==> src/design/oek_pkg.sv <==
// constants of the oscillator enable and key lock block
`default_nettype none
package oek_pkg;
   // register byte addresses
   localparam logic [11:0] OSC_UNLOCK_KEY_ADDR    = 12'hA0C;
   localparam logic [11:0] OSC_ENABLE_STATUS_ADDR = 12'hA10;
   localparam logic [11:0] IRQ_STATUS_ADDR        = 12'hA14;
   localparam logic [11:0] IRQ_ENABLE_ADDR        = 12'hA18;
   localparam logic [11:0] IRQ_CLEAR_ADDR         = 12'hA1C;
   localparam int          ADDR_W                 = 12;
   // key and reset values
   localparam logic [15:0] UNLOCK_VALUE      = 16'hCB14;
   localparam logic [15:0] KEY_RESET         = 16'h0000;
   localparam logic [2:0]  ENABLE_RESET      = 3'h3;
   // field positions
   localparam int SLOW_EN_BIT     = 0;
   localparam int FAST_EN_BIT     = 1;
   localparam int CRYSTAL_EN_BIT  = 2;
   localparam int SLOW_OK_BIT     = 8;
   localparam int FAST_OK_BIT     = 9;
   localparam int CRYSTAL_OK_BIT  = 10;
   // bus responses
   localparam logic [1:0] RESP_OKAY   = 2'h0;
   localparam logic [1:0] RESP_SLVERR = 2'h2;
   // synchroniser depth
   localparam int SYNC_STAGES = 3;
endpackage : oek_pkg
`default_nettype wire

==> src/design/oek_osc_ctrl.sv <==
// key-protected oscillator enable register with stable flags over AXI4-Lite
//
// Function
// [RL1] control register writes need unlock key 0xCB14 written first
// [RL2] any other register write after unlocking relocks the protection
// [RL3] key register is 16-bit read/write, resets to zero
// [RL4] bit 10 reads 1 once enabled crystal is stable, else 0
// [RL5] bit 9 reads 1 once enabled fast internal oscillator is stable
// [RL6] bit 8 reads 1 once enabled slow internal oscillator is stable
// [RL7] stable bits are not loss monitors; they stay set while enabled
// [RL8] bit 2 enables crystal, resets to 0
// [RL9] bit 1 enables fast internal oscillator, resets to 1
// [RL10] bit 0 enables slow internal oscillator, resets to 1
// [RL11] software sets both fast enables before requesting processor reset
// [RL12] software uses an oscillator only after its stable bit is set
// [RL13] locked control writes ignored; wrong key keeps lock engaged
//
// Implementation choice: the AXI4-Lite slave port.
`default_nettype none
module oek_osc_ctrl (
   // clock and reset
   input  wire logic                      aclk,
   input  wire logic                      aresetn,
   // axi4-lite write address
   input  wire logic [oek_pkg::ADDR_W-1:0] s_axi_awaddr,
   input  wire logic                      s_axi_awvalid,
   output logic                           s_axi_awready,
   // axi4-lite write data
   input  wire logic [31:0]               s_axi_wdata,
   input  wire logic [3:0]                s_axi_wstrb,
   input  wire logic                      s_axi_wvalid,
   output logic                           s_axi_wready,
   // axi4-lite write response
   output logic [1:0]                     s_axi_bresp,
   output logic                           s_axi_bvalid,
   input  wire logic                      s_axi_bready,
   // axi4-lite read address
   input  wire logic [oek_pkg::ADDR_W-1:0] s_axi_araddr,
   input  wire logic                      s_axi_arvalid,
   output logic                           s_axi_arready,
   // axi4-lite read data
   output logic [31:0]                    s_axi_rdata,
   output logic [1:0]                     s_axi_rresp,
   output logic                           s_axi_rvalid,
   input  wire logic                      s_axi_rready,
   // oscillator pads
   output logic                           crystal_enable,
   output logic                           fast_internal_enable,
   output logic                           slow_internal_enable,
   input  wire logic                      crystal_ready,
   input  wire logic                      fast_internal_ready,
   input  wire logic                      slow_internal_ready,
   // interrupt
   output logic                           irq
);
   import oek_pkg::*;

   // ------------------------------------------------------------
   // write channel capture
   // ------------------------------------------------------------
   logic [ADDR_W-1:0] aw_addr;
   logic              aw_full;
   logic [31:0]       w_data;
   logic [3:0]        w_strb;
   logic              w_full;
   logic              wr_fire;

   assign s_axi_awready = !aw_full && !s_axi_bvalid;
   assign s_axi_wready  = !w_full && !s_axi_bvalid;
   assign wr_fire       = aw_full && w_full && !s_axi_bvalid;

   always_ff @(posedge aclk) begin
      if (!aresetn) begin
         aw_full <= 1'b0;
         aw_addr <= '0;
      end else if (s_axi_awvalid && s_axi_awready) begin
         aw_full <= 1'b1;
         aw_addr <= s_axi_awaddr;
      end else if (wr_fire) begin
         aw_full <= 1'b0;
      end
   end

   always_ff @(posedge aclk) begin
      if (!aresetn) begin
         w_full <= 1'b0;
         w_data <= '0;
         w_strb <= '0;
      end else if (s_axi_wvalid && s_axi_wready) begin
         w_full <= 1'b1;
         w_data <= s_axi_wdata;
         w_strb <= s_axi_wstrb;
      end else if (wr_fire) begin
         w_full <= 1'b0;
      end
   end

   function automatic logic is_mapped(input logic [ADDR_W-1:0] a);
      logic hit;
      hit = 1'b0;
      if (a == OSC_UNLOCK_KEY_ADDR) begin
         hit = 1'b1;
      end else if (a == OSC_ENABLE_STATUS_ADDR) begin
         hit = 1'b1;
      end else if (a == IRQ_STATUS_ADDR) begin
         hit = 1'b1;
      end else if (a == IRQ_ENABLE_ADDR) begin
         hit = 1'b1;
      end else if (a == IRQ_CLEAR_ADDR) begin
         hit = 1'b1;
      end
      return hit;
   endfunction : is_mapped

   // merge byte lanes into a 16-bit register value
   function automatic logic [15:0] merge16(input logic [15:0] old, input logic [31:0] d, input logic [3:0] s);
      logic [15:0] r;
      r = old;
      if (s[0]) begin
         r[7:0] = d[7:0];
      end
      if (s[1]) begin
         r[15:8] = d[15:8];
      end
      return r;
   endfunction : merge16

   logic wr_key;
   logic wr_ctrl;
   logic wr_ien;
   logic wr_iclr;

   always_comb begin
      wr_key  = 1'b0;
      wr_ctrl = 1'b0;
      wr_ien  = 1'b0;
      wr_iclr = 1'b0;
      if (wr_fire) begin
         if (aw_addr == OSC_UNLOCK_KEY_ADDR) begin
            wr_key = 1'b1;
         end else if (aw_addr == OSC_ENABLE_STATUS_ADDR) begin
            wr_ctrl = 1'b1;
         end else if (aw_addr == IRQ_ENABLE_ADDR) begin
            wr_ien = 1'b1;
         end else if (aw_addr == IRQ_CLEAR_ADDR) begin
            wr_iclr = 1'b1;
         end
      end
   end

   always_ff @(posedge aclk) begin
      if (!aresetn) begin
         s_axi_bvalid <= 1'b0;
         s_axi_bresp  <= RESP_OKAY;
      end else if (wr_fire) begin
         s_axi_bvalid <= 1'b1;
         s_axi_bresp  <= is_mapped(aw_addr) ? RESP_OKAY : RESP_SLVERR;
      end else if (s_axi_bready) begin
         s_axi_bvalid <= 1'b0;
      end
   end

   // ------------------------------------------------------------
   // key register and lock
   // ------------------------------------------------------------
   logic [15:0] key_reg;
   logic [15:0] next_key;
   logic        unlocked;

   assign next_key = merge16(key_reg, w_data, w_strb);

   always_ff @(posedge aclk) begin
      if (!aresetn) begin
         key_reg <= KEY_RESET;                                 // see [RL3]
      end else if (wr_key) begin
         key_reg <= next_key;                                  // see [RL3]
      end
   end

   // any completed write other than the key's consumes or drops the unlock
   always_ff @(posedge aclk) begin
      if (!aresetn) begin
         unlocked <= 1'b0;
      end else if (wr_key) begin
         unlocked <= (next_key == UNLOCK_VALUE);               // see [RL1] see [RL13]
      end else if (wr_fire) begin
         unlocked <= 1'b0;                                     // see [RL2]
      end
   end

   // ------------------------------------------------------------
   // enable bits
   // ------------------------------------------------------------
   logic [2:0] enables;

   always_ff @(posedge aclk) begin
      if (!aresetn) begin
         enables <= ENABLE_RESET;                              // see [RL8] see [RL9] see [RL10]
      end else if (wr_ctrl && unlocked && w_strb[0]) begin
         enables <= w_data[2:0];                               // see [RL1] see [RL13]
      end
   end

   assign crystal_enable       = enables[CRYSTAL_EN_BIT];      // see [RL8]
   assign fast_internal_enable = enables[FAST_EN_BIT];         // see [RL9]
   assign slow_internal_enable = enables[SLOW_EN_BIT];         // see [RL10]

   // ------------------------------------------------------------
   // stable flags
   // ------------------------------------------------------------
   logic crystal_stable_flag;
   logic fast_internal_stable_flag;
   logic slow_internal_stable_flag;
   logic [2:0] stable_rise;

   oek_stable_sync u_crystal (
      .aclk    (aclk),
      .aresetn (aresetn),
      .enable  (crystal_enable),
      .ready_pin (crystal_ready),
      .stable  (crystal_stable_flag),                          // see [RL4] see [RL7]
      .rise    (stable_rise[2])
   );
   oek_stable_sync u_fast (
      .aclk    (aclk),
      .aresetn (aresetn),
      .enable  (fast_internal_enable),
      .ready_pin (fast_internal_ready),
      .stable  (fast_internal_stable_flag),                    // see [RL5] see [RL7]
      .rise    (stable_rise[1])
   );
   oek_stable_sync u_slow (
      .aclk    (aclk),
      .aresetn (aresetn),
      .enable  (slow_internal_enable),
      .ready_pin (slow_internal_ready),
      .stable  (slow_internal_stable_flag),                    // see [RL6] see [RL7]
      .rise    (stable_rise[0])
   );

   // ------------------------------------------------------------
   // interrupts: sticky status, enable, write-one-to-clear
   // ------------------------------------------------------------
   logic [2:0] irq_status;
   logic [2:0] irq_enable;

   always_ff @(posedge aclk) begin
      if (!aresetn) begin
         irq_enable <= 3'h0;
      end else if (wr_ien && w_strb[0]) begin
         irq_enable <= w_data[2:0];
      end
   end

   // set wins over a clear in the same cycle
   always_ff @(posedge aclk) begin
      if (!aresetn) begin
         irq_status <= 3'h0;
      end else begin
         irq_status <= (irq_status & ~((wr_iclr && w_strb[0]) ? w_data[2:0] : 3'h0)) | stable_rise;
      end
   end

   assign irq = |(irq_status & irq_enable);

   // ------------------------------------------------------------
   // read channel
   // ------------------------------------------------------------
   function automatic logic [31:0] read_mux(input logic [ADDR_W-1:0] a, input logic [15:0] k,
                                            input logic [15:0] c, input logic [2:0] st, input logic [2:0] en);
      logic [31:0] r;
      r = 32'h0000_0000;
      if (a == OSC_UNLOCK_KEY_ADDR) begin
         r = {16'h0000, k};
      end else if (a == OSC_ENABLE_STATUS_ADDR) begin
         r = {16'h0000, c};
      end else if (a == IRQ_STATUS_ADDR) begin
         r = {29'h0, st};
      end else if (a == IRQ_ENABLE_ADDR) begin
         r = {29'h0, en};
      end
      return r;
   endfunction : read_mux

   logic [15:0] ctrl_view;

   always_comb begin
      ctrl_view                 = 16'h0000;
      ctrl_view[2:0]            = enables;
      ctrl_view[CRYSTAL_OK_BIT] = crystal_stable_flag;         // see [RL4]
      ctrl_view[FAST_OK_BIT]    = fast_internal_stable_flag;   // see [RL5]
      ctrl_view[SLOW_OK_BIT]    = slow_internal_stable_flag;   // see [RL6]
   end

   assign s_axi_arready = !s_axi_rvalid;

   always_ff @(posedge aclk) begin
      if (!aresetn) begin
         s_axi_rvalid <= 1'b0;
         s_axi_rdata  <= 32'h0000_0000;
         s_axi_rresp  <= RESP_OKAY;
      end else if (s_axi_arvalid && s_axi_arready) begin
         s_axi_rvalid <= 1'b1;
         s_axi_rdata  <= read_mux(s_axi_araddr, key_reg, ctrl_view, irq_status, irq_enable);
         s_axi_rresp  <= is_mapped(s_axi_araddr) && s_axi_araddr != IRQ_CLEAR_ADDR ? RESP_OKAY : RESP_SLVERR;
      end else if (s_axi_rready) begin
         s_axi_rvalid <= 1'b0;
      end
   end

   // ------------------------------------------------------------
   // checks
   // ------------------------------------------------------------
   locked_write_a: assert property (@(posedge aclk) disable iff (!aresetn) // see [RL13]
      wr_ctrl && !unlocked |=> enables == $past(enables))
      else $error("locked control write changed enables");
   unlock_write_a: assert property (@(posedge aclk) disable iff (!aresetn) // see [RL1]
      wr_ctrl && unlocked && w_strb[0] |=> enables == $past(w_data[2:0]))
      else $error("unlocked control write not taken");
   relock_other_a: assert property (@(posedge aclk) disable iff (!aresetn) // see [RL2]
      wr_fire && !wr_key |=> !unlocked)
      else $error("lock not restored after other write");
   wrong_key_a: assert property (@(posedge aclk) disable iff (!aresetn) // see [RL13]
      wr_key && next_key != UNLOCK_VALUE |=> !unlocked)
      else $error("wrong key unlocked");
   key_store_a: assert property (@(posedge aclk) disable iff (!aresetn) // see [RL3]
      wr_key && w_strb == 4'hF |=> key_reg == $past(w_data[15:0]))
      else $error("key register not stored");
   crystal_ok_a: assert property (@(posedge aclk) disable iff (!aresetn) // see [RL4]
      !crystal_enable |=> !ctrl_view[CRYSTAL_OK_BIT])
      else $error("crystal ok while disabled");
   fast_ok_a: assert property (@(posedge aclk) disable iff (!aresetn) // see [RL5]
      !fast_internal_enable |=> !ctrl_view[FAST_OK_BIT])
      else $error("fast ok while disabled");
   slow_ok_sticky_a: assert property (@(posedge aclk) disable iff (!aresetn) // see [RL6] see [RL7]
      slow_internal_stable_flag && slow_internal_enable |=> slow_internal_stable_flag)
      else $error("slow ok dropped while enabled");
   enable_reset_a: assert property (@(posedge aclk) // see [RL8] see [RL9] see [RL10]
      !aresetn |=> enables == ENABLE_RESET)
      else $error("enable reset value wrong");
   event_latch_a: assert property (@(posedge aclk) disable iff (!aresetn)
      stable_rise != 3'h0 |=> (irq_status & $past(stable_rise)) == $past(stable_rise))
      else $error("stability event not latched");

   unlock_cover_c: cover property (@(posedge aclk) disable iff (!aresetn) wr_ctrl && unlocked);
   locked_cover_c: cover property (@(posedge aclk) disable iff (!aresetn) wr_ctrl && !unlocked);
   relock_cover_c: cover property (@(posedge aclk) disable iff (!aresetn) unlocked && wr_fire && !wr_ctrl && !wr_key);
   stable_cover_c: cover property (@(posedge aclk) disable iff (!aresetn) crystal_stable_flag);
endmodule : oek_osc_ctrl
`default_nettype wire

==> src/design/oek_stable_sync.sv <==
// three-stage synchroniser and sticky stable flag for one oscillator
`default_nettype none
module oek_stable_sync (
   // clock and reset
   input  wire logic aclk,
   input  wire logic aresetn,
   // oscillator side
   input  wire logic enable,
   input  wire logic ready_pin,
   // status
   output logic      stable,
   output logic      rise
);
   import oek_pkg::*;

   logic [SYNC_STAGES-1:0] sync;
   logic                   agreed;

   always_ff @(posedge aclk) begin
      if (!aresetn) begin
         sync <= '0;
      end else begin
         sync <= {sync[SYNC_STAGES-2:0], ready_pin};
      end
   end

   // level counts once the second and third stages agree
   always_ff @(posedge aclk) begin
      if (!aresetn) begin
         agreed <= 1'b0;
      end else if (sync[1] == sync[2]) begin
         agreed <= sync[2];
      end
   end

   // sticky until disabled: later loss is not reported
   always_ff @(posedge aclk) begin
      if (!aresetn) begin
         stable <= 1'b0;
      end else if (!enable) begin
         stable <= 1'b0;
      end else if (agreed) begin
         stable <= 1'b1;
      end
   end

   assign rise = enable && agreed && !stable;

   sticky_hold_a: assert property (@(posedge aclk) disable iff (!aresetn) // see [RL7]
      stable && enable |=> stable)
      else $error("stable flag dropped while enabled");
   disabled_clear_a: assert property (@(posedge aclk) disable iff (!aresetn) // see [RL4] see [RL5] see [RL6]
      !enable |=> !stable)
      else $error("stable flag set while disabled");
endmodule : oek_stable_sync
`default_nettype wire

==> config.mk <==
export PLATFORM = sky130hd
export DESIGN_NAME = oek_osc_ctrl
export DESIGN_NICKNAME = d
export VERILOG_FILES = /design/src/design/oek_pkg.sv /design/src/design/oek_osc_ctrl.sv /design/src/design/oek_stable_sync.sv
export SDC_FILE = /design/constraint.sdc
export NUM_CORES = 1
export LEC_CHECK = 0
export BUFFER_PORTS_ARGS = -buffer_cell sky130_fd_sc_hd__buf_2
export CAP_MARGIN = 20
export CORE_ASPECT_RATIO = 0.6
export CORE_MARGIN = 1
export CORE_UTILIZATION = 50
export DETAILED_ROUTE_END_ITERATION = 10
export MAX_ROUTING_LAYER = met4
export PLACE_DENSITY = 0.78
export SLEW_MARGIN = 10
export SYNTH_ARGS = -nofsm -noshare
export SYNTH_HDL_FRONTEND = slang
export SYNTH_SLANG_ARGS = --single-unit
==> constraint.sdc <==
create_clock -name aclk -period 2.2 [get_ports aclk]
set_input_delay 0.22 -clock aclk [delete_from_list [all_inputs] [get_ports aclk]]
set_output_delay 0.22 -clock aclk [all_outputs]
set_load 0.03 [all_outputs]
Yosys cells after proc, flatten, opt, wreduce, memory -nomap -nowiden
Cells that the tools add are included.
{ "classes": {"n_reduce_logical": 34, "bitwise_logic": 4, "n_eq_ne": 15, "muxes": 44} }
{ "ops": {"columns": ["operator", "count"], "rows": [
  ["$eq A12 B12 Y1 const B", 10],
  ["$mux W1", 35],
  ["$logic_and A1 B1 Y1", 18],
  ["$eq A16 B16 Y1 const B", 1],
  ["$mux W16", 1],
  ["$mux W8", 2],
  ["$ne A12 B12 Y1 const B", 1],
  ["$mux W11", 1],
  ["$reduce_bool A2 Y1", 5],
  ["$mux W3", 3],
  ["$logic_not A1 Y1", 7],
  ["$and A3 B3 Y3", 2],
  ["$reduce_and A2 Y1", 3],
  ["$mux W2", 2],
  ["$eq A1 B1 Y1", 3],
  ["$not A3 Y3", 1],
  ["$or A3 B3 Y3", 1],
  ["$reduce_or A3 Y1", 1]
]} }
{ "word_totals": {"output_inout_bits": 45, "ff_bits": 111, "wordCells": 121} }

Logic depth before layout (Yosys ltp)
Gate-level depths: netlist of run 1.
{ "logic_depth": {"word_depth": 11, "mapped_depth": 6, "depth_no_buf": 4} }

By module
From an unflattened synthesis of run 1, not the netlist that was laid out.
{ "hier_totals": {"hier_cells": 445, "area_unflattened_um2": 3891.2} }
{ "modules_own_cells": {"columns": ["mod", "seq_area_each_um2", "area_each_um2", "cells_each", "instances"], "rows": [
  ["oek_osc_ctrl", 1561.5, 3433.3, 403, 1],
  ["oek_stable_sync", 100.1, 152.6, 14, 3]
]} }

Least setup slack after synthesis of run 1
No wires, ideal clock.
{ "synth_path": {"path_type": "reg2reg", "start": "register s_axi_bvalid", "end": "register w_data[10]", "stages_incl_launch_ff": 7, "setup_ns": 0.070, "setup_slack_ns": 0.348, "synth_period_minus_slack_ns": 1.852, "arrival_time_ns": 1.782, "path_cell_list": "dfxtp_1 -> nor2_1 -> and2_1 -> buf_2 -> buf_1 -> nand2_1 -> a21oi_1"} }
{ "synth_via": {"elab_chain_len": 3} }
{ "synth_rtl": {"columns": ["item", "line_no", "rtl"], "rows": [
  ["from (decl)", "oek_osc_ctrl.sv:35", "output logic s_axi_bvalid,"],
  ["from (signal assigned)", "oek_osc_ctrl.sv:153", "s_axi_bvalid <= 1'b0;"],
  ["from (signal assigned)", "oek_osc_ctrl.sv:156", "s_axi_bvalid <= 1'b1;"],
  ["from (signal assigned)", "oek_osc_ctrl.sv:159", "s_axi_bvalid <= 1'b0;"],
  ["$logic_not A1 Y1", "oek_osc_ctrl.sv:69", "assign s_axi_wready = !w_full && !s_axi_bvalid;"],
  ["$logic_and A1 B1 Y1", "oek_osc_ctrl.sv:69", null],
  ["named net s_axi_wready", "oek_osc_ctrl.sv:32", "output logic s_axi_wready,"],
  ["$logic_and A1 B1 Y1", "oek_osc_ctrl.sv:89", "end else if (s_axi_wvalid && s_axi_wready) begin"],
  ["to (signal assigned)", "oek_osc_ctrl.sv:91", "w_data <= s_axi_wdata;"],
  ["to (decl)", "oek_osc_ctrl.sv:63", "logic [31:0] w_data;"]
]} }
The timed path passes the listed nets, and every way through them passes these cells.
A chain may end at the register's enable or synchronous reset.

Worst setup path after layout of run 1
{ "layout_path": {"start": "register aw_addr[0]", "end": "register key_reg[3]"} }
{ "layout_via": {"elab_chain_len": 3} }
{ "layout_rtl": {"columns": ["item", "line_no", "rtl"], "rows": [
  ["from (decl)", "oek_osc_ctrl.sv:61", "logic [ADDR_W-1:0] aw_addr;"],
  ["from (signal assigned)", "oek_osc_ctrl.sv:78", "aw_addr <= s_axi_awaddr;"],
  ["$eq A12 B12 Y1", "oek_osc_ctrl.sv:139", "if (aw_addr == OSC_UNLOCK_KEY_ADDR) begin"],
  ["$mux W1", "oek_osc_ctrl.sv:139", null],
  ["$mux W1", "oek_osc_ctrl.sv:138", "if (wr_fire) begin"],
  ["to (signal assigned)", "oek_osc_ctrl.sv:176", "key_reg <= next_key;"],
  ["to (decl)", "oek_osc_ctrl.sv:166", "logic [15:0] key_reg;"]
]} }
Every way passes these cells.

==> flow_summary.json, run 1 <==
{
  "antenna_found_initial": 0,
  "cp-end-kind": "register",
  "synth_xor_area_frac": 0.00228,
  "critPathKind": "reg -> reg",
  "post_cts_buffers": 0,
  "grt_usage": 0.232,
  "place_congestion": 0.840,
  "skew_ns": 0.00710,
  "avgRoutedWirePerCell_um": 14.3,
  "crit_arrival_ns": 2.16,
  "start_util": 0.523,
  "drt-total-wl_mm": 8.89,
  "path_cells": "nor4b_2 -> and4_1 -> nand3_1 -> a21oi_1",
  "synth_edf_count": 0,
  "fin_hold_ws_ns": 0.0822,
  "cts_tree": "built",
  "die_area_um2": 8060,
  "ant_nets": 0,
  "worst_slew_pin_slew_ns": 0.679,
  "post_drt_via_cell_ratio": 5.36,
  "syn_area_per_cell_um2": 8.65,
  "setup_ws_ns": 0.299,
  "max-clock-path-buffers": 2,
  "reg2reg_from": "aw_addr[0]$_SDFFE_PN0P_",
  "cts_buffers": 9,
  "cts-root-buf": "clkbuf_16",
  "ys_types": 49,
  "post_cts_resized": 0,
  "fin_area_um2": 4540,
  "dieHeight_um": 70.0,
  "grt_pass1_wl_mm": 14.1,
  "grt_max_degree": 66,
  "muxShareOfSynthArea": 0.0107,
  "synth_top_area_cell": "dfxtp_1",
  "ys_ff_latch": 93,
  "synth_compound_area_frac": 0.203,
  "synth-main-ff-cell": "dfxtp_1",
  "drt_iter0_drc": 293,
  "finalSetupViolations": 0,
  "finalCriticalPeriod_ns": 1.90,
  "critPathLaunch": "aw_addr[0]$_SDFFE_PN0P_",
  "htreeDepth": 3,
  "gr-total-overflow": 0,
  "final_common_cell": "dfxtp_1",
  "max_stage_delay_ns": 0.66,
  "timing.fmax_mhz": 526,
  "syn_area_um2": 3850,
  "n_antenna_cell": 0,
  "power.density_nw_per_um2": 833,
  "vias": 3326,
  "area_growth_pct": 17.8,
  "layout_common_cells": "dfxtp_1 (93), buf_2 (78), nand2_1 (72), a21oi_1 (68), o21ai_0 (36)",
  "worst-r2r-setup-slack_ns": 0.30,
  "drc": 0,
  "cap_viol_max_count": 0,
  "worst_setup_path_start_kind": "register",
  "dpl_worst_slack_ns": 0.309,
  "synth-seq-area-share": 0.484,
  "syn_inst": 445,
  "drive_gt1_frac": 0.219,
  "place_area_um2": 4210,
  "slew_viol_final": 0,
  "nets": 582,
  "holdBufCountCts": 0,
  "coreArea_um2": 7360,
  "synth_top_family_by_area": "simple AND/OR/NAND/NOR gates",
  "final.setup.tns_ns": 0,
  "synth_top_cell_area_share": 0.484,
  "pin_count": 115,
  "synth_area_leaders": "dfxtp_1 (48%), a21oi_1 (8.8%), nand2_1 (7.0%), o21ai_0 (4.7%), buf_4 (3.7%)",
  "hp-class": "in -> reg",
  "async_reset_ff_frac": 0,
  "rsz0062_at_grt": "no",
  "grt_pass1_vias": 2902,
  "hpwl_mm": 6.44,
  "cp_max_fo": 17,
  "status": "completed",
  "required_ns": 2.46,
  "row_count": 24,
  "fill_cells": 646,
  "synth-simple-area-share": 0.224,
  "timing.final.crit_share": 0.864,
  "min_from": "crystal_ready",
  "port_buffers": 78,
  "die_x_um": 115,
  "clkSinkCount": 93,
  "yosys_warnings": 0,
  "p_leak_nw": 1.83,
  "dr.pass1.iters": 4,
  "cts.clk_slew.worst_paths_ns": 0.07,
  "finalHoldViolations": 0,
  "synthAdderAreaFrac": 0,
  "clkLatencyLatePin_ns": 0.34,
  "irDropWorstVdd_uv": 343,
  "slowest_stage": "and4_1",
  "max-slew-margin-rel": 0.548
}
-- critical path: cells and delay by family (launching register included) --
kind	cells	cell delay, ns
simple gates	3	1.32
compound gates	1	0.18
flops	1	0.33
-- worst paths after layout --
check	cells after the start	endpoint
min	2	u_crystal.sync[0]$_SDFF_PN0_
max reg2reg	4	key_reg[3]$_SDFFE_PN0P_
min reg2reg	1	u_crystal.sync[1]$_SDFF_PN0_
max	4	key_reg[3]$_SDFFE_PN0P_
-- power breakdown --
part / internal (mW) / total (mW) / switching (mW)
combinational: 0.105 / 0.322 / 0.217
clock: 1.05 / 1.66 / 0.611
sequential: 1.74 / 1.79 / 0.0527
total: 2.90 / 3.78 / 0.881
-- cells by family (layout without fill, tap and decap cells) --
family	Yosys count	in the layout
buffers and inverters	54	109
multiplexers	4	4
XOR/XNOR	1	1
other	1	18
flip-flops	93	93
AO/OA/AOI/OAI	133	133
AND/OR/NAND/NOR	159	159
-- cells in the mapped netlist (4+ instances only) --
master     n
nand3_1   22
buf_4     19
nand2b_1   4
nand3b_1   9
dfxtp_1   93
o21ai_0   36
clkbuf_1  16
a21oi_1   68
nand2_1   72
and2_1    11
a22o_2    10
nor2_1     7
inv_1     12
-- per-layer routing --
metal  global-route usage  vias to the layer above  part of all wire
met4               0.0693                        0            0.0086
li1                     -                     1662                 -
met1                0.337                     1525              0.50
met5                    -                        -                 0
met3               0.0503                        9             0.073
met2                0.320                      130              0.42
-- per-stage QoR --
| step | power (mW) | util | instances |
|---|---|---|---|
| final | 3.78 | 0.616 | 621 |
| after global placement | 2.14 | 0.572 | 605 |
| after CTS | 3.79 | 0.616 | 621 |
| after global routing | 3.91 | 0.616 | 621 |
| after floorplan | 2.07 | - | 462 |
| after detailed placement | 2.15 | 0.572 | 605 |
-- cell type report --
cell class | instances | area, um2 | share of cell area
repair buffers | 81 | 413 | 0.0910
clock inverters | 4 | 70.1 | 0.0154
multi-input cells | 315 | 1760 | 0.388
flip-flops and latches | 93 | 1860 | 0.410
inverters | 12 | 45.0 | 0.00993
clock buffers | 12 | 256 | 0.0566
well taps | 104 | 130 | 0.0287
No activity file was read; power rests on OpenSTA's default activity.
==> inputs of run 2 (changes only) <==
--- a/config.mk
+++ b/config.mk
@@ -12,7 +12,8 @@
 export CORE_UTILIZATION = 50
 export DETAILED_ROUTE_END_ITERATION = 10
 export MAX_ROUTING_LAYER = met4
-export PLACE_DENSITY = 0.78
+export PLACE_DENSITY_LB_ADDON = 0.1
+export RECOVER_POWER = 50
 export SLEW_MARGIN = 10
 export SYNTH_ARGS = -nofsm -noshare
 export SYNTH_HDL_FRONTEND = slang
==> run 2 against run 1 <==
Net effect:
- clock skew rose by 0.0015 ns
- critical path depth did not move
- die area did not move
- largest power group unchanged
- power fell by 3.3%
- critical path type unchanged
- non-clock buffer count rose by 1
- core utilization fell by 0.77 points
==> flow_summary.json, run 2 (synthesis results as in run 1) <==
{
  "finalSetupViolations": 0,
  "drc": 0,
  "area_growth_pct": 16.4,
  "clkLatencyLatePin_ns": 0.34,
  "avgRoutedWirePerCell_um": 14.1,
  "rsz0062_at_grt": "no",
  "fin_hold_ws_ns": 0.0831,
  "use_met1": 0.328,
  "port_buffers": 78,
  "cp_max_fo": 18,
  "drt_iter0_drc": 200,
  "multiInputGateArea_um2": 1760,
  "place_area_um2": 4220,
  "post_drt_via_cell_ratio": 5.33,
  "cts-root-buf": "clkbuf_16",
  "layout_common_cells": "dfxtp_1 (93), nand2_1 (72), a21oi_1 (68), buf_2 (52), o21ai_0 (36)",
  "cp_top_family": "simple AND/OR/NAND/NOR gates",
  "coreArea_um2": 7360,
  "max-clock-path-buffers": 2,
  "dr.pass1.iters": 5,
  "final.setup.tns_ns": 0,
  "hp-class": "in -> reg",
  "drive_gt1_frac": 0.166,
  "fill_cells": 705,
  "dieHeight_um": 70.0,
  "ant_nets": 0,
  "timing.fmax_mhz": 537,
  "worst_setup_path_start_kind": "register",
  "max_stage_delay_ns": 0.69,
  "required_ns": 2.46,
  "utilization": 0.609,
  "crit_arrival_ns": 2.12,
  "met3_usage": 0.0660,
  "clkSinkCount": 93,
  "pin_count": 115,
  "cts_tree": "built",
  "row_count": 24,
  "post_cts_buffers": 0,
  "irDropWorstVdd_uv": 580,
  "grt_pass1_vias": 2909,
  "grt_usage": 0.238,
  "critPathKind": "reg -> reg",
  "cap_viol_max_count": 0,
  "skew_ns": 0.00858,
  "cp-end-kind": "register",
  "regArea_um2": 1860,
  "nets": 583,
  "gr-total-overflow": 0,
  "timing.critical_path.buf_inv": 0,
  "grt_pass1_wl_mm": 14.2,
  "grt_busiest_layer": "met2",
  "timing.final.crit_share": 0.847,
  "p_leak_nw": 1.72,
  "post_cts_resized": 0,
  "place_congestion": 0.788,
  "n_antenna_cell": 0,
  "holdBufCountCts": 0,
  "die_area_um2": 8060,
  "worst_slew_pin_slew_ns": 1.21,
  "power.total_mw": 3.65,
  "path_cells": "and3b_1 -> nand4_1 -> or3_1 -> a21oi_1",
  "cts_buffers": 9,
  "htreeDepth": 3,
  "slowest_stage": "dfxtp_1",
  "antenna_found_initial": 0,
  "hpwl_mm": 6.19,
  "status": "completed",
  "finalHoldViolations": 0,
  "finalCriticalPeriod_ns": 1.86,
  "die_x_um": 115,
  "vias": 3315,
  "drt-total-wl_mm": 8.77,
  "max-slew-margin-rel": 0.196,
  "power.density_nw_per_um2": 816,
  "grt_max_degree": 66,
  "start_util": 0.523,
  "fin_area_um2": 4480,
  "slew_viol_final": 0,
  "cts.clk_slew.worst_paths_ns": 0.07,
  "use_met2": 0.335,
  "final_common_cell": "dfxtp_1"
}
run 2: worst register-to-register path: stages, from the launching register on:
cell	delay [ns]
dfxtp_1	0.69
and3b_1	0.27
nand4_1	0.27
or3_1	0.41
a21oi_1	0.15
run 2: stage by stage:
step	instances	worst slack, ns
after global routing	622	0.215
after global placement	606	0.351
after floorplan	462	0.348
after CTS	622	0.355
after detailed placement	606	0.310
final	622	0.337
run 2: final timing paths:
check / startpoint / end / slack [ns] / cells after the start
worst max-delay path: w_strb[0]$_SDFFE_PN0P_ / enables[2]$_SDFFE_PN0P_ / 0.34 / 4
worst min register to register: u_fast.sync[0]$_SDFF_PN0_ / u_fast.sync[1]$_SDFF_PN0_ / 0.44 / 1
worst max register to register: w_strb[0]$_SDFFE_PN0P_ / enables[2]$_SDFFE_PN0P_ / 0.34 / 4
worst min-delay path: slow_internal_ready / u_slow.sync[0]$_SDFF_PN0_ / 0.08 / 2
run 2: where the power goes:
part | internal [mW] | total [mW] | switching, mW
Sequential | 1.74 | 1.79 | 0.0523
Combinational | 0.101 | 0.314 | 0.214
Clock | 0.913 | 1.55 | 0.635
run 2: layer usage:
metal	up-vias	wire length, um
met5	-	0
met4	0	73
met3	7	517
met2	106	3900
met1	1535	4270
li1	1667	-
run 2: cell type report:
| class | instances | area share |
|---|---|---|
| flip-flops and latches | 93 | 0.416 |
| inverters | 12 | 0.0101 |
| repair buffers | 82 | 0.0858 |
| clock inverters | 5 | 0.0134 |
| multi-input cells | 315 | 0.392 |
| clock buffers | 11 | 0.0542 |
| well taps | 104 | 0.0291 |
==> inputs of run 3 (changes only) <==
--- a/config.mk
+++ b/config.mk
@@ -5,11 +5,12 @@
 export SDC_FILE = /design/constraint.sdc
 export NUM_CORES = 1
 export LEC_CHECK = 0
+export ABC_AREA = 1
 export BUFFER_PORTS_ARGS = -buffer_cell sky130_fd_sc_hd__buf_2
 export CAP_MARGIN = 20
 export CORE_ASPECT_RATIO = 0.6
 export CORE_MARGIN = 1
-export CORE_UTILIZATION = 50
+export CORE_UTILIZATION = 47
 export DETAILED_ROUTE_END_ITERATION = 10
 export MAX_ROUTING_LAYER = met4
 export PLACE_DENSITY_LB_ADDON = 0.1
==> constraint.sdc (replaced) <==
create_clock -name aclk -period 1.7 [get_ports aclk]
set_input_delay 0.17 -clock aclk [delete_from_list [all_inputs] [get_ports aclk]]
set_output_delay 0.17 -clock aclk [all_outputs]
set_load 0.03 [all_outputs]
==> run 3 against run 2 <==
Net effect:
- via count grew 14%
- flip-flop and latch count did not move
- power grew 33%
- first-iteration DRC count is 40% higher
- maximum frequency grew 22%
- register-to-register slack worse by 0.16 ns
- combinational power up 76%
- highest routed layer unchanged
- sequential share of layout area shrank 2.4 points
- non-clock buffer count is 6 higher
==> flow_summary.json, run 3 <==
{
  "slowest_stage": "dfxtp_1",
  "finalCriticalPeriod_ns": 1.52,
  "path_cells": "nor2_1 -> nand2_2 -> buf_4 -> o21ai_0 -> a21oi_1",
  "port_buffers": 78,
  "syn_inst": 576,
  "reg2reg_from": "s_axi_bvalid$_SDFFE_PN0P_",
  "cap_viol_max_count": 0,
  "avgRoutedWirePerCell_um": 12.4,
  "place_congestion": 0.864,
  "hold_depth": 3,
  "layout_common_cells": "nand2_1 (101), dfxtp_1 (93), nor2_1 (73), o21ai_0 (68), a21oi_1 (59)",
  "syn_area_per_cell_um2": 7.12,
  "worst-r2r-setup-slack_ns": 0.18,
  "max-slew-margin-rel": 0.513,
  "cp_top_family": "simple AND/OR/NAND/NOR gates",
  "dieHeight_um": 74.4,
  "coreArea_um2": 8160,
  "nets": 718,
  "p_leak_nw": 2.04,
  "syn_area_um2": 4100,
  "synth-seq-area-share": 0.454,
  "required_ns": 1.92,
  "reg2reg_depth": 5,
  "rsz0062_at_grt": "no",
  "cts-root-buf": "clkbuf_16",
  "clkSinkCount": 93,
  "post_drt_via_cell_ratio": 4.96,
  "status": "completed",
  "vias": 3775,
  "timing.fmax_mhz": 657,
  "gr-total-overflow": 0,
  "finalSetupViolations": 0,
  "yosys_warnings": 0,
  "setup_ws_ns": 0.178,
  "final_common_cell": "nand2_1",
  "synth_top_area_cell": "dfxtp_1",
  "hold_end": "u_crystal.sync[0]$_SDFF_PN0_",
  "cts.clk_slew.worst_paths_ns": 0.07,
  "cp-end-kind": "register",
  "die_area_um2": 9120,
  "cp_max_fo": 21,
  "regArea_um2": 1860,
  "place_area_um2": 4500,
  "min_from": "crystal_ready",
  "grt_pass1_wl_mm": 15.2,
  "worst_setup_path_start_kind": "register",
  "r2r-end": "w_data[14]$_SDFFE_PN0P_",
  "multiInputGateArea_um2": 1800,
  "drive_gt1_frac": 0.145,
  "dpl_worst_slack_ns": 0.205,
  "synth-main-ff-cell": "dfxtp_1",
  "skew_ns": 0.00878,
  "final.setup.tns_ns": 0,
  "utilization": 0.583,
  "synth_top_cell_area_share": 0.454,
  "fill_cells": 793,
  "hpwl_mm": 6.90,
  "n_antenna_cell": 0,
  "ys_types": 29,
  "max-clock-path-buffers": 2,
  "ys_ff_latch": 93,
  "row_count": 25,
  "cts_buffers": 9,
  "pin_count": 115,
  "timing.critical_path.buf_inv": 1,
  "slew_viol_final": 0,
  "max_stage_delay_ns": 0.36,
  "dr.pass1.iters": 4,
  "die_x_um": 123,
  "holdBufCountCts": 0,
  "critPathKind": "reg -> reg",
  "finalHoldViolations": 0,
  "start_util": 0.503,
  "area_growth_pct": 15.9,
  "synth.cells.most_frequent": "nand2_1 (101), dfxtp_1 (93), nor2_1 (73)",
  "crit_arrival_ns": 1.75,
  "drc": 0,
  "drt-total-wl_mm": 9.45,
  "timing.final.crit_share": 0.895,
  "power.density_nw_per_um2": 1020,
  "irDropWorstVdd_uv": 631,
  "yosysMostFrequentCell": "nand2_1",
  "fin_area_um2": 4760,
  "hp-class": "in -> reg",
  "async_reset_ff_frac": 0,
  "grt_usage": 0.230,
  "fin_hold_ws_ns": 0.0138,
  "htreeDepth": 3,
  "antenna_found_initial": 0,
  "clkLatencyLatePin_ns": 0.34,
  "grt_pass1_vias": 3160,
  "grt_max_degree": 34,
  "synth_area_leaders": "dfxtp_1 (45%), nand2_1 (9.2%), o21ai_0 (7.9%), a21oi_1 (7.2%), nor2_1 (6.7%)",
  "worst_slew_pin_slew_ns": 0.730,
  "drt_iter0_drc": 279,
  "ant_nets": 0,
  "cts_tree": "built",
  "synth_edf_count": 0
}
run 3: cell types whose count changed in the layout (fill, tap and decap cells not counted), sizes merged, moves of 5 or more:
cell,change
a21oi,-9
a22o,-10
and2,-10
inv,+50
nand2,+33
nand3,+13
nand3b,-6
nand4,+9
nor2,+75
o21ai,+33
or2,+5
run 3: through the flow:
step           total power, mW  cells
2_1_floorplan             2.81    593
3_5_place_dp              2.95    745
5_1_grt                   5.08    761
4_1_cts                   4.92    761
3_3_place_gp              2.93    745
6_report                  4.87    761
run 3: cell families (layout without fill, tap and decap cells):
group / Yosys count / in the layout / share of synthesized area
simple gates: 244 / 244 / 0.261
compound gates: 131 / 131 / 0.162
buf+inv: 107 / 167 / 0.122
flops: 93 / 93 / 0.454
other cells: 1 / 18 / 0.000914
run 3: cell type report:
type | count | area share
well taps | 108 | 0.0284
clock inverters | 5 | 0.0105
multi-input cells | 393 | 0.379
repair buffers | 88 | 0.0889
clock buffers | 11 | 0.0510
flip-flops and latches | 93 | 0.391
inverters | 63 | 0.0505
run 3: what timing repair did:
item / CTS / global route
buffers inserted: 0 / 0
resized for setup: 0 / 1
setup endpoints to repair: 0 / 2
run 3: power breakdown:
group          switching, mW  total [mW]  internal (mW)
registers             0.0737        2.35           2.28
clock network          0.802        1.97           1.17
logic                  0.382       0.552          0.170
total                   1.26        4.87           3.62
run 3: metal layers:
metal | up-vias | routed length [um] | GRT usage | part of all wire
met5 | - | 0 | - | 0
met4 | 0 | 118 | 0.0745 | 0.012
met3 | 10 | 648 | 0.0537 | 0.069
met2 | 131 | 3410 | 0.298 | 0.36
met1 | 1671 | 5270 | 0.340 | 0.56
li1 | 1963 | - | - | -
run 3: tightest hold or removal path, cell delays in order:
cell	delay, ns
buf_2	0.07
nand2_1	0.04
inv_1	0.04
run 3: worst max path at each step:
stage,start,to,slack (ns),depth (start not counted)
3_5_place_dp,s_axi_bvalid$_SDFFE_PN0P_,w_data[5]$_SDFFE_PN0P_,0.20,5
6_report,s_axi_bvalid$_SDFFE_PN0P_,w_data[14]$_SDFFE_PN0P_,0.18,5
3_3_place_gp,aw_addr[3]$_SDFFE_PN0P_,key_reg[4]$_SDFFE_PN0P_,0.25,5
4_1_cts,s_axi_bvalid$_SDFFE_PN0P_,w_data[5]$_SDFFE_PN0P_,0.19,5
5_1_grt,w_strb[1]$_SDFFE_PN0P_,unlocked$_SDFFE_PN0P_,0.02,6
2_1_floorplan,s_axi_bvalid$_SDFFE_PN0P_,w_data[14]$_SDFFE_PN0P_,0.05,5
